**config.mk**
```make
export PLATFORM = sky130hd
export DESIGN_NAME = sar_adc_control_regs
export DESIGN_NICKNAME = d
export VERILOG_FILES = /design/src/shared/sar_adc_pkg.sv /design/src/verilog/conv_clock_gen.sv /design/src/verilog/sar_adc_control_regs.sv
export SDC_FILE = /design/constraint.sdc
export NUM_CORES = 1
export LEC_CHECK = 0
export BUFFER_PORTS_ARGS = -buffer_cell sky130_fd_sc_hd__buf_2
export CAP_MARGIN = 10
export CORE_ASPECT_RATIO = 0.7
export CORE_UTILIZATION = 55
export DETAILED_ROUTE_END_ITERATION = 10
export GPL_ROUTABILITY_DRIVEN = 0
export GPL_TIMING_DRIVEN = 1
export PLACE_DENSITY = 0.85
export SLEW_MARGIN = 20
export SYNTH_ARGS = -nofsm -noshare
export SYNTH_HDL_FRONTEND = slang
export SYNTH_SLANG_ARGS = --single-unit
```
**constraint.sdc**
```tcl
create_clock -name pclk -period 4.65 [get_ports pclk]
set_input_delay 0.2325 -clock pclk [delete_from_list [all_inputs] [get_ports pclk]]
set_output_delay 0.2325 -clock pclk [all_outputs]
set_load 0.01 [all_outputs]
```
**src/shared/sar_adc_pkg.sv**
```systemverilog
// Purpose: constants and types for the sar converter control block
// Assumes: apb register access, one 100 MHz clock
// Notes: offsets are byte addresses of aligned 32-bit words
package sar_adc_pkg;
    localparam logic [7:0] ADDR_STATUS_CONTROL = 8'h00;
    localparam logic [7:0] ADDR_RESULT         = 8'h04;
    localparam logic [7:0] ADDR_CLOCK_SELECT   = 8'h08;

    localparam int         FLAG_BIT      = 7;
    localparam int         IEN_BIT       = 6;
    localparam int         CONT_BIT      = 5;
    localparam int         CH_LSB        = 0;
    localparam int         CH_W          = 5;
    localparam int         DIV_LSB       = 5;
    localparam int         SRC_BIT       = 4;
    localparam int         RES_W         = 8;

    localparam logic [4:0] CH_POWER_OFF  = 5'h1f;
    localparam logic [4:0] CH_RESET      = 5'h1f;
    localparam logic [2:0] DIV_RESET     = 3'h0;
    localparam logic       SRC_RESET     = 1'h0;

    localparam int         CONV_CYCLES   = 16;
    localparam logic [3:0] CNT_FIRST     = 4'h1;
    localparam logic [3:0] CNT_RESOLVE   = 4'h8;
    localparam logic [3:0] CNT_LAST      = 4'(CONV_CYCLES - 1);
    localparam logic [7:0] SAR_START     = 8'h80;
    localparam logic [3:0] DIV16_LAST    = 4'hf;

    typedef enum logic [1:0] {
        ST_IDLE = 2'b00,
        ST_WAIT = 2'b01,
        ST_RUN  = 2'b11
    } conv_state_t;
endpackage

```
**src/verilog/conv_clock_gen.sv**
```systemverilog
// Purpose: internal converter clock as a one-cycle tick in the bus domain
// Assumes: crystal_clock is sampled as a synchronous input
// Notes: tick marks each rising edge of the divided converter clock
module conv_clock_gen #(
    parameter int DIV_W = 4
) (
    input  wire logic       pclk,
    input  wire logic       presetn,
    input  wire logic       crystal_clock,
    input  wire logic       src_bus,
    input  wire logic [2:0] prescale,
    input  wire logic       run,
    output logic            tick
);
    if (DIV_W < 4) begin : g_chk
        $error("conv_clock_gen: DIV_W must be at least 4");
    end

    typedef struct packed {
        logic             xprev;
        logic [DIV_W-1:0] cnt;
        logic             tick;
    } gen_state_t;

    gen_state_t s_ff;
    gen_state_t nxt_s;
    logic             src_edge;
    logic [DIV_W-1:0] div_last;

    always_comb begin
        nxt_s = s_ff;
        nxt_s.xprev = crystal_clock;
        src_edge = src_bus | (crystal_clock & ~s_ff.xprev);
        if (prescale[2]) begin
            div_last = DIV_W'(sar_adc_pkg::DIV16_LAST);
        end else begin
            div_last = DIV_W'((4'h1 << prescale[1:0]) - 4'h1);
        end
        nxt_s.tick = 1'b0;
        if (!run) begin
            nxt_s.cnt = '0;
        end else if (src_edge) begin
            if (s_ff.cnt >= div_last) begin
                nxt_s.cnt = '0;
                nxt_s.tick = 1'b1;
            end else begin
                nxt_s.cnt = s_ff.cnt + DIV_W'(1);
            end
        end
    end

    always_ff @(posedge pclk or negedge presetn) begin
        if (!presetn) begin
            s_ff <= '0;
        end else begin
            s_ff <= nxt_s;
        end
    end

    assign tick = s_ff.tick;
endmodule

```
**src/verilog/sar_adc_control_regs.sv**
```systemverilog
// Purpose: register file, sequencer and sar logic of the 8-bit converter
// Assumes: apb slave, one wait state; comparator input synchronous to pclk
// Notes: converter clock runs only as an enable tick inside pclk domain
//
// Design decisions made here: the APB interface to the registers and the register offsets.
module sar_adc_control_regs #(
    parameter int ADDR_W = 8
) (
    input  wire logic              pclk,
    input  wire logic              presetn,
    input  wire logic [ADDR_W-1:0] paddr,
    input  wire logic              psel,
    input  wire logic              penable,
    input  wire logic              pwrite,
    input  wire logic [31:0]       pwdata,
    output logic      [31:0]       prdata,
    output logic                   pready,
    output logic                   pslverr,
    input  wire logic              crystal_clock,
    input  wire logic              stop_mode,
    input  wire logic              cmp_in,
    output logic      [4:0]        selected_analog_input,
    output logic                   conv_power_on,
    output logic      [7:0]        dac_code,
    output logic                   sample_hold,
    output logic                   conv_irq
);
    if (ADDR_W < 4 || ADDR_W > 32) begin : g_chk
        $error("sar_adc_control_regs: ADDR_W must be 4 to 32");
    end

    typedef struct packed {
        sar_adc_pkg::conv_state_t state;
        logic [3:0]               cnt;
        logic [7:0]               sar;
        logic [7:0]               result;
        logic                     done;
        logic                     ien;
        logic                     cont;
        logic [4:0]               ch;
        logic                     src;
        logic [2:0]               div;
        logic [31:0]              prdata;
        logic                     pready;
        logic                     pslverr;
        logic                     irq;
        logic                     power_on;
        logic                     sample;
    } adc_state_t;

    adc_state_t s_ff;
    adc_state_t nxt_s;
    logic       tick;
    logic       acc;
    logic       fin;
    logic       wr_sc;
    logic       wr_clk;
    logic       rd_res;
    logic       done_evt;
    logic       powered;
    logic [2:0] bit_idx;
    logic [7:0] a_addr;

    assign a_addr = 8'(paddr);

    conv_clock_gen #(
        .DIV_W(4)
    ) u_clk (
        .pclk          (pclk),
        .presetn       (presetn),
        .crystal_clock (crystal_clock),
        .src_bus       (s_ff.src),
        .prescale      (s_ff.div),
        .run           (s_ff.ch != sar_adc_pkg::CH_POWER_OFF && !stop_mode),
        .tick          (tick)
    );

    always_comb begin
        nxt_s    = s_ff;
        acc      = psel && penable;
        fin      = acc && s_ff.pready;
        wr_sc    = fin && pwrite && a_addr == sar_adc_pkg::ADDR_STATUS_CONTROL;
        wr_clk   = fin && pwrite && a_addr == sar_adc_pkg::ADDR_CLOCK_SELECT;
        rd_res   = fin && !pwrite && a_addr == sar_adc_pkg::ADDR_RESULT;
        done_evt = 1'b0;
        bit_idx  = 3'(sar_adc_pkg::CNT_LAST - s_ff.cnt);
        // apb answer one cycle into the access phase
        nxt_s.pready = acc && !s_ff.pready;
        if (acc && !s_ff.pready) begin
            nxt_s.pslverr = 1'b0;
            nxt_s.prdata  = 32'h0000_0000;
            case (a_addr)
                sar_adc_pkg::ADDR_STATUS_CONTROL: begin
                    nxt_s.prdata[sar_adc_pkg::FLAG_BIT] = s_ff.done && !s_ff.ien;
                    nxt_s.prdata[sar_adc_pkg::IEN_BIT]  = s_ff.ien;
                    nxt_s.prdata[sar_adc_pkg::CONT_BIT] = s_ff.cont;
                    nxt_s.prdata[sar_adc_pkg::CH_LSB +: sar_adc_pkg::CH_W] = s_ff.ch;
                end
                sar_adc_pkg::ADDR_RESULT: begin
                    nxt_s.prdata[sar_adc_pkg::RES_W-1:0] = s_ff.result;
                end
                sar_adc_pkg::ADDR_CLOCK_SELECT: begin
                    nxt_s.prdata[sar_adc_pkg::DIV_LSB +: 3] = s_ff.div;
                    nxt_s.prdata[sar_adc_pkg::SRC_BIT]      = s_ff.src;
                end
                default: begin
                    nxt_s.pslverr = 1'b1;
                end
            endcase
        end else if (fin) begin
            nxt_s.pslverr = 1'b0;
        end
        if (wr_sc) begin
            nxt_s.ien  = pwdata[sar_adc_pkg::IEN_BIT];
            nxt_s.cont = pwdata[sar_adc_pkg::CONT_BIT];
            nxt_s.ch   = pwdata[sar_adc_pkg::CH_LSB +: sar_adc_pkg::CH_W];
        end
        if (wr_clk) begin
            nxt_s.div = pwdata[sar_adc_pkg::DIV_LSB +: 3];
            nxt_s.src = pwdata[sar_adc_pkg::SRC_BIT];
        end
        powered = nxt_s.ch != sar_adc_pkg::CH_POWER_OFF;
        // conversion sequencer, WAIT and RUN step once per converter clock tick, IDLE leaves without one
        case (s_ff.state)
            sar_adc_pkg::ST_IDLE: begin
                if (s_ff.cont) begin
                    nxt_s.state = sar_adc_pkg::ST_WAIT;
                end
            end
            sar_adc_pkg::ST_WAIT: begin
                if (tick) begin
                    nxt_s.state = sar_adc_pkg::ST_RUN;
                    nxt_s.cnt   = sar_adc_pkg::CNT_FIRST;
                    nxt_s.sar   = sar_adc_pkg::SAR_START;
                end
            end
            sar_adc_pkg::ST_RUN: begin
                if (tick) begin
                    if (s_ff.cnt >= sar_adc_pkg::CNT_RESOLVE) begin
                        if (!cmp_in) begin
                            nxt_s.sar[bit_idx] = 1'b0;
                        end
                        if (bit_idx != 3'h0) begin
                            nxt_s.sar[bit_idx - 3'h1] = 1'b1;
                        end
                    end
                    if (s_ff.cnt == sar_adc_pkg::CNT_LAST) begin
                        done_evt     = 1'b1;
                        nxt_s.result = nxt_s.sar;
                        if (s_ff.cont) begin
                            nxt_s.state = sar_adc_pkg::ST_WAIT;
                        end else begin
                            nxt_s.state = sar_adc_pkg::ST_IDLE;
                        end
                    end else begin
                        nxt_s.cnt = s_ff.cnt + 4'h1;
                    end
                end
            end
            default: begin
                nxt_s.state = sar_adc_pkg::ST_IDLE;
            end
        endcase
        if (wr_sc) begin
            nxt_s.state = sar_adc_pkg::ST_WAIT;
        end
        if (!powered || stop_mode) begin
            nxt_s.state = sar_adc_pkg::ST_IDLE;
        end
        // flag: a completion in the clearing cycle wins
        if (wr_sc || rd_res) begin
            nxt_s.done = 1'b0;
        end
        if (done_evt) begin
            nxt_s.done = 1'b1;
        end
        nxt_s.irq      = nxt_s.done && nxt_s.ien;
        nxt_s.power_on = powered;
        nxt_s.sample   = nxt_s.state == sar_adc_pkg::ST_RUN
                         && nxt_s.cnt < sar_adc_pkg::CNT_RESOLVE;
    end

    always_ff @(posedge pclk or negedge presetn) begin
        if (!presetn) begin
            s_ff          <= '0;
            s_ff.state    <= sar_adc_pkg::ST_IDLE;
            s_ff.ch       <= sar_adc_pkg::CH_RESET;
            s_ff.src      <= sar_adc_pkg::SRC_RESET;
            s_ff.div      <= sar_adc_pkg::DIV_RESET;
        end else begin
            s_ff <= nxt_s;
        end
    end

    assign prdata                = s_ff.prdata;
    assign pready                = s_ff.pready;
    assign pslverr               = s_ff.pslverr;
    assign selected_analog_input = s_ff.ch;
    assign conv_power_on         = s_ff.power_on;
    assign dac_code              = s_ff.sar;
    assign sample_hold           = s_ff.sample;
    assign conv_irq              = s_ff.irq;

    a_done_sets: assert property (@(posedge pclk) disable iff (!presetn)
        done_evt |=> s_ff.done)
        else $error("done flag not set after conversion end");

    a_flag_clears: assert property (@(posedge pclk) disable iff (!presetn)
        ((wr_sc || rd_res) && !done_evt) |=> !s_ff.done)
        else $error("done flag not cleared by access");

    a_flag_masked: assert property (@(posedge pclk) disable iff (!presetn)
        (acc && !s_ff.pready && !pwrite && s_ff.ien
         && a_addr == sar_adc_pkg::ADDR_STATUS_CONTROL)
        |=> !prdata[sar_adc_pkg::FLAG_BIT])
        else $error("done flag visible while interrupt enabled");

    a_irq_raise: assert property (@(posedge pclk) disable iff (!presetn)
        (done_evt && s_ff.ien && !wr_sc) |=> conv_irq)
        else $error("interrupt missing after conversion end");

    a_irq_drop: assert property (@(posedge pclk) disable iff (!presetn)
        (rd_res && !done_evt) |=> !conv_irq)
        else $error("interrupt not dropped on result read");

    a_cont_repeat: assert property (@(posedge pclk) disable iff (!presetn)
        (done_evt && s_ff.cont && !stop_mode && !wr_sc)
        |=> s_ff.state == sar_adc_pkg::ST_WAIT)
        else $error("continuous mode did not rearm");

    a_single_stop: assert property (@(posedge pclk) disable iff (!presetn)
        (done_evt && !s_ff.cont && !wr_sc) |=> s_ff.state == sar_adc_pkg::ST_IDLE)
        else $error("single conversion did not stop");

    a_result_load: assert property (@(posedge pclk) disable iff (!presetn)
        done_evt |=> s_ff.result == $past(nxt_s.sar))
        else $error("result not loaded at conversion end");

    a_power_off: assert property (@(posedge pclk) disable iff (!presetn)
        (s_ff.ch == sar_adc_pkg::CH_POWER_OFF && !wr_sc) |=> !conv_power_on
        ##0 s_ff.state == sar_adc_pkg::ST_IDLE)
        else $error("converter active with power-off code");

    a_stop_abort: assert property (@(posedge pclk) disable iff (!presetn)
        stop_mode |=> s_ff.state == sar_adc_pkg::ST_IDLE)
        else $error("conversion not aborted in stop mode");

    a_start_edge: assert property (@(posedge pclk) disable iff (!presetn)
        (s_ff.state == sar_adc_pkg::ST_WAIT && tick && !stop_mode && !wr_sc
         && s_ff.ch != sar_adc_pkg::CH_POWER_OFF)
        |=> s_ff.state == sar_adc_pkg::ST_RUN && s_ff.cnt == sar_adc_pkg::CNT_FIRST)
        else $error("conversion did not start on converter clock edge");
endmodule

```
==> flow_summary.toml <==
[route]
dr.first_iter.drc_count = 217
drcViolationCount = 0
dr.pass1.iters = 4
route.detailed.wl_per_inst_um = 15.75
vias = 2312
drt_wl_total_mm = 6.316
ant_nets = 0
viasPerCell = 5.766

[timing]
min_period_over_period = 0.4949
tns_ns = 0
whs_ns = 0.03571
max_slew_margin = 0.5683
fin_skew_ns = 0.003782
slew_viol_final = 0
worstMarginPinSlew_ns = 0.6475
fin_crit_ns = 2.301
setup_violations = 0
rsz0062_at_grt = "no"
clock.fmax_mhz = 434.5
hold_viol = 0

[clock_tree]
htreeDepth = 2
cts.sinks = 53
root_buffer = "clkbuf_8"
cts_max_path_buffers = 2
clk_pin_slew_ns = 0.09
postCtsResizedCells = 0
numCtsBuffers = 5
clk_latency_ns = 0.30
cts_tree = "built"
cts_hold_buf = 0
cts_setup_buffers = 0

[floorplan]
coreArea_mm2 = 0.005340
rows = 22
dieArea_mm2 = 0.005974
start_util = 0.5834
die_width_um = 91.96
fp.dieH_um = 64.97
pin_count = 98

[worst_setup_path]
path_class = "flop to flop"
worstPathArrival_ns = 2.52
r2r-end = "u_clk.s_ff[3]$_DFFE_PN0P_"
r2r_cells = 6
endpoint_kind = "flop"
required_ns = 4.87
crit_fanout = 7
worstReg2RegStart = "s_ff[39]$_DFFE_PN0P_"
rrSetupSlack_ns = 2.35
worstSetupStartpointType = "flop"

[global_routing]
grt_pass1_vias = 2098
gr-usage-all-layers = 0.2247
overflow = 0
antenna_found_initial = 0
grt_max_degree = 54
grt_pass1_wl_mm = 10.40

[synth]
yosysWarnings = 0
synthCells = 306
syn_avg_cell_area_um2 = 10.18
async_flop_share = 1.000
syn_area_mm2 = 0.003115
yosysSeqAreaShare = 0.4277
synth_seq_cells = 53
synth_cell_type_count = 53
synth-edff-count = 0
dominantRegCellSynth = "dfrtp_1"

[flow_run]
maxCapViolations = 0

[finish]
seqCellArea_mm2 = 0.001333
multiInputGateArea_mm2 = 0.001451
fin_util = 0.6134
layout-drive-gt1-share = 0.2675
final_cell_count_no_fill = 401
antenna_cells = 0
final_net_count = 384
final.fill_count = 442
syn_to_final_growth_pct = 5.141

[place]
numPortBuffers = 49
detailed_place_hpwl_mm = 4.689
placedCellCount = 393

[pwr]
ir_worst_vdd_mv = 0.1988
power_density_mw_per_mm2 = 270.1
seqPwrFrac = 0.528
netSwitchingPower_mw = 0.1889
intPower_mw = 0.6957
p_total_mw = 0.8846
p_clk_frac = 0.410
p_sw_frac = 0.2135
leakagePower_nw = 1.563
p_comb_frac = 0.062

[outcome]
status = "completed"

[worst_hold_path]
hp-class = "primary input to asynchronous set/reset pin"
==> cells by family (layout without fill, tap and decap cells) <==
group / after synthesis / count (layout) / share of synthesized area
AND/OR/NAND/NOR: 84 / 84 / 0.1586
flip-flops: 53 / 53 / 0.4277
XOR/XNOR: 1 / 1 / 0.002812
multiplexers: 22 / 22 / 0.07791
AO/OA/AOI/OAI: 75 / 75 / 0.1655
other: 1 / 24 / 0.001204
adder cells (fa/ha/maj): 8 / 8 / 0.03213
buffers and inverters: 62 / 62 / 0.1341
==> area by class of cell <==
cell class,count,share of cell area
clock buffer,5,0.02101
clock inverter,3,0.01986
inverter,4,0.004584
timing repair buffer,50,0.07716
multi-input combinational,214,0.4431
tap,72,0.02750
sequential,53,0.4068
==> cells in the mapped netlist (2+ instances only) <==
cell type  number  share of area
dfrtp_1        48           0.39
buf_4          46           0.11
nand2_1        24          0.029
a21oi_1        18          0.029
o21ai_0        18          0.029
mux2_2         14          0.051
nor2_1         14          0.017
ha_1            8          0.032
a21o_1          7          0.017
mux2i_1         7          0.022
clkbuf_1        6         0.0072
nand3_1         6         0.0096
nor2b_1         6          0.012
o211ai_1        6          0.014
dfstp_2         5          0.042
a22o_1          4          0.011
a22oi_1         4         0.0096
a31oi_1         4         0.0080
and3_1          4         0.0080
buf_2           4         0.0064
inv_1           4         0.0048
a222oi_1        3         0.0096
nand2b_1        3         0.0060
nand4_1         3         0.0060
nand4b_1        3         0.0084
nor3_1          3         0.0048
a2bb2oi_1       2         0.0056
and2_1          2         0.0040
and4bb_2        2         0.0080
nand4bb_1       2         0.0072
nor3b_1         2         0.0048
or2_2           2         0.0040
or3_1           2         0.0040
==> layout by cell type, fill, tap and decap left out, types with 3 or more instances in the layout <==
cell type / n
nand4_1: 3
ha_1: 8
clkbuf_8: 5
nand2_1: 24
nor2b_1: 6
buf_2: 49
a21o_1: 7
conb_1: 24
dfstp_2: 5
and3_1: 4
inv_1: 4
a31oi_1: 4
dfrtp_1: 48
a22oi_1: 4
nor2_1: 14
nand2b_1: 3
o211ai_1: 6
mux2i_1: 7
mux2_2: 14
a222oi_1: 3
nand4b_1: 3
a21oi_1: 18
o21ai_0: 18
nand3_1: 6
nor3_1: 3
a22o_1: 4
==> flip-flops by register name (all words and copies together) (netlist names), 5 cells and up <==
signal and flops:
dac_code 8, selected_analog_input 5, s_ff 21, u_clk.s_ff 5, prdata 8
==> stage by stage <==
| stage | worst slack (ns) | area, um^2 |
|---|---|---|
| after floorplan | 2.596 | 3202 |
| after global placement | 2.479 | 3142 |
| after detailed placement | 2.380 | 3142 |
| after CTS | 2.346 | 3276 |
| after global routing | 2.200 | 3276 |
| final | 2.349 | 3276 |
==> critical path, stage by stage (launching register included) <==
cell       delay (ns)
dfrtp_1          0.45
or3_1            0.39
ha_1             0.27
nand2b_1         0.17
a2111oi_4        0.54
o2111ai_1        0.19
a31oi_1          0.20
==> power groups by stage <==
stage	Sequential [mW]	Combinational, mW	Clock [mW]
floorplan	0.476	0.0435	0
global placement	0.476	0.0540	0
detailed placement	0.476	0.0547	0
CTS	0.467	0.0549	0.371
global route	0.468	0.0614	0.391
finish	0.467	0.0546	0.363
==> per-layer routing <==
metal	share of wire	track usage
met3	0.062	0.05047
met2	0.45	0.3442
met5	0	0
met1	0.49	0.3252
met4	0.0057	0.05273
==> worst max path at each step <==
stage / from / endpoint / slack (ns) / cells past startpoint
2_1_floorplan: s_ff[39]$_DFFE_PN0P_ / u_clk.s_ff[3]$_DFFE_PN0P_ / 2.60 / 6
3_3_place_gp: s_ff[39]$_DFFE_PN0P_ / u_clk.s_ff[3]$_DFFE_PN0P_ / 2.48 / 6
3_5_place_dp: s_ff[39]$_DFFE_PN0P_ / u_clk.s_ff[3]$_DFFE_PN0P_ / 2.38 / 6
4_1_cts: s_ff[39]$_DFFE_PN0P_ / u_clk.s_ff[3]$_DFFE_PN0P_ / 2.35 / 6
5_1_grt: s_ff[39]$_DFFE_PN0P_ / u_clk.s_ff[3]$_DFFE_PN0P_ / 2.20 / 6
6_report: s_ff[39]$_DFFE_PN0P_ / u_clk.s_ff[3]$_DFFE_PN0P_ / 2.35 / 6
No activity file was read; power rests on OpenSTA's default activity.
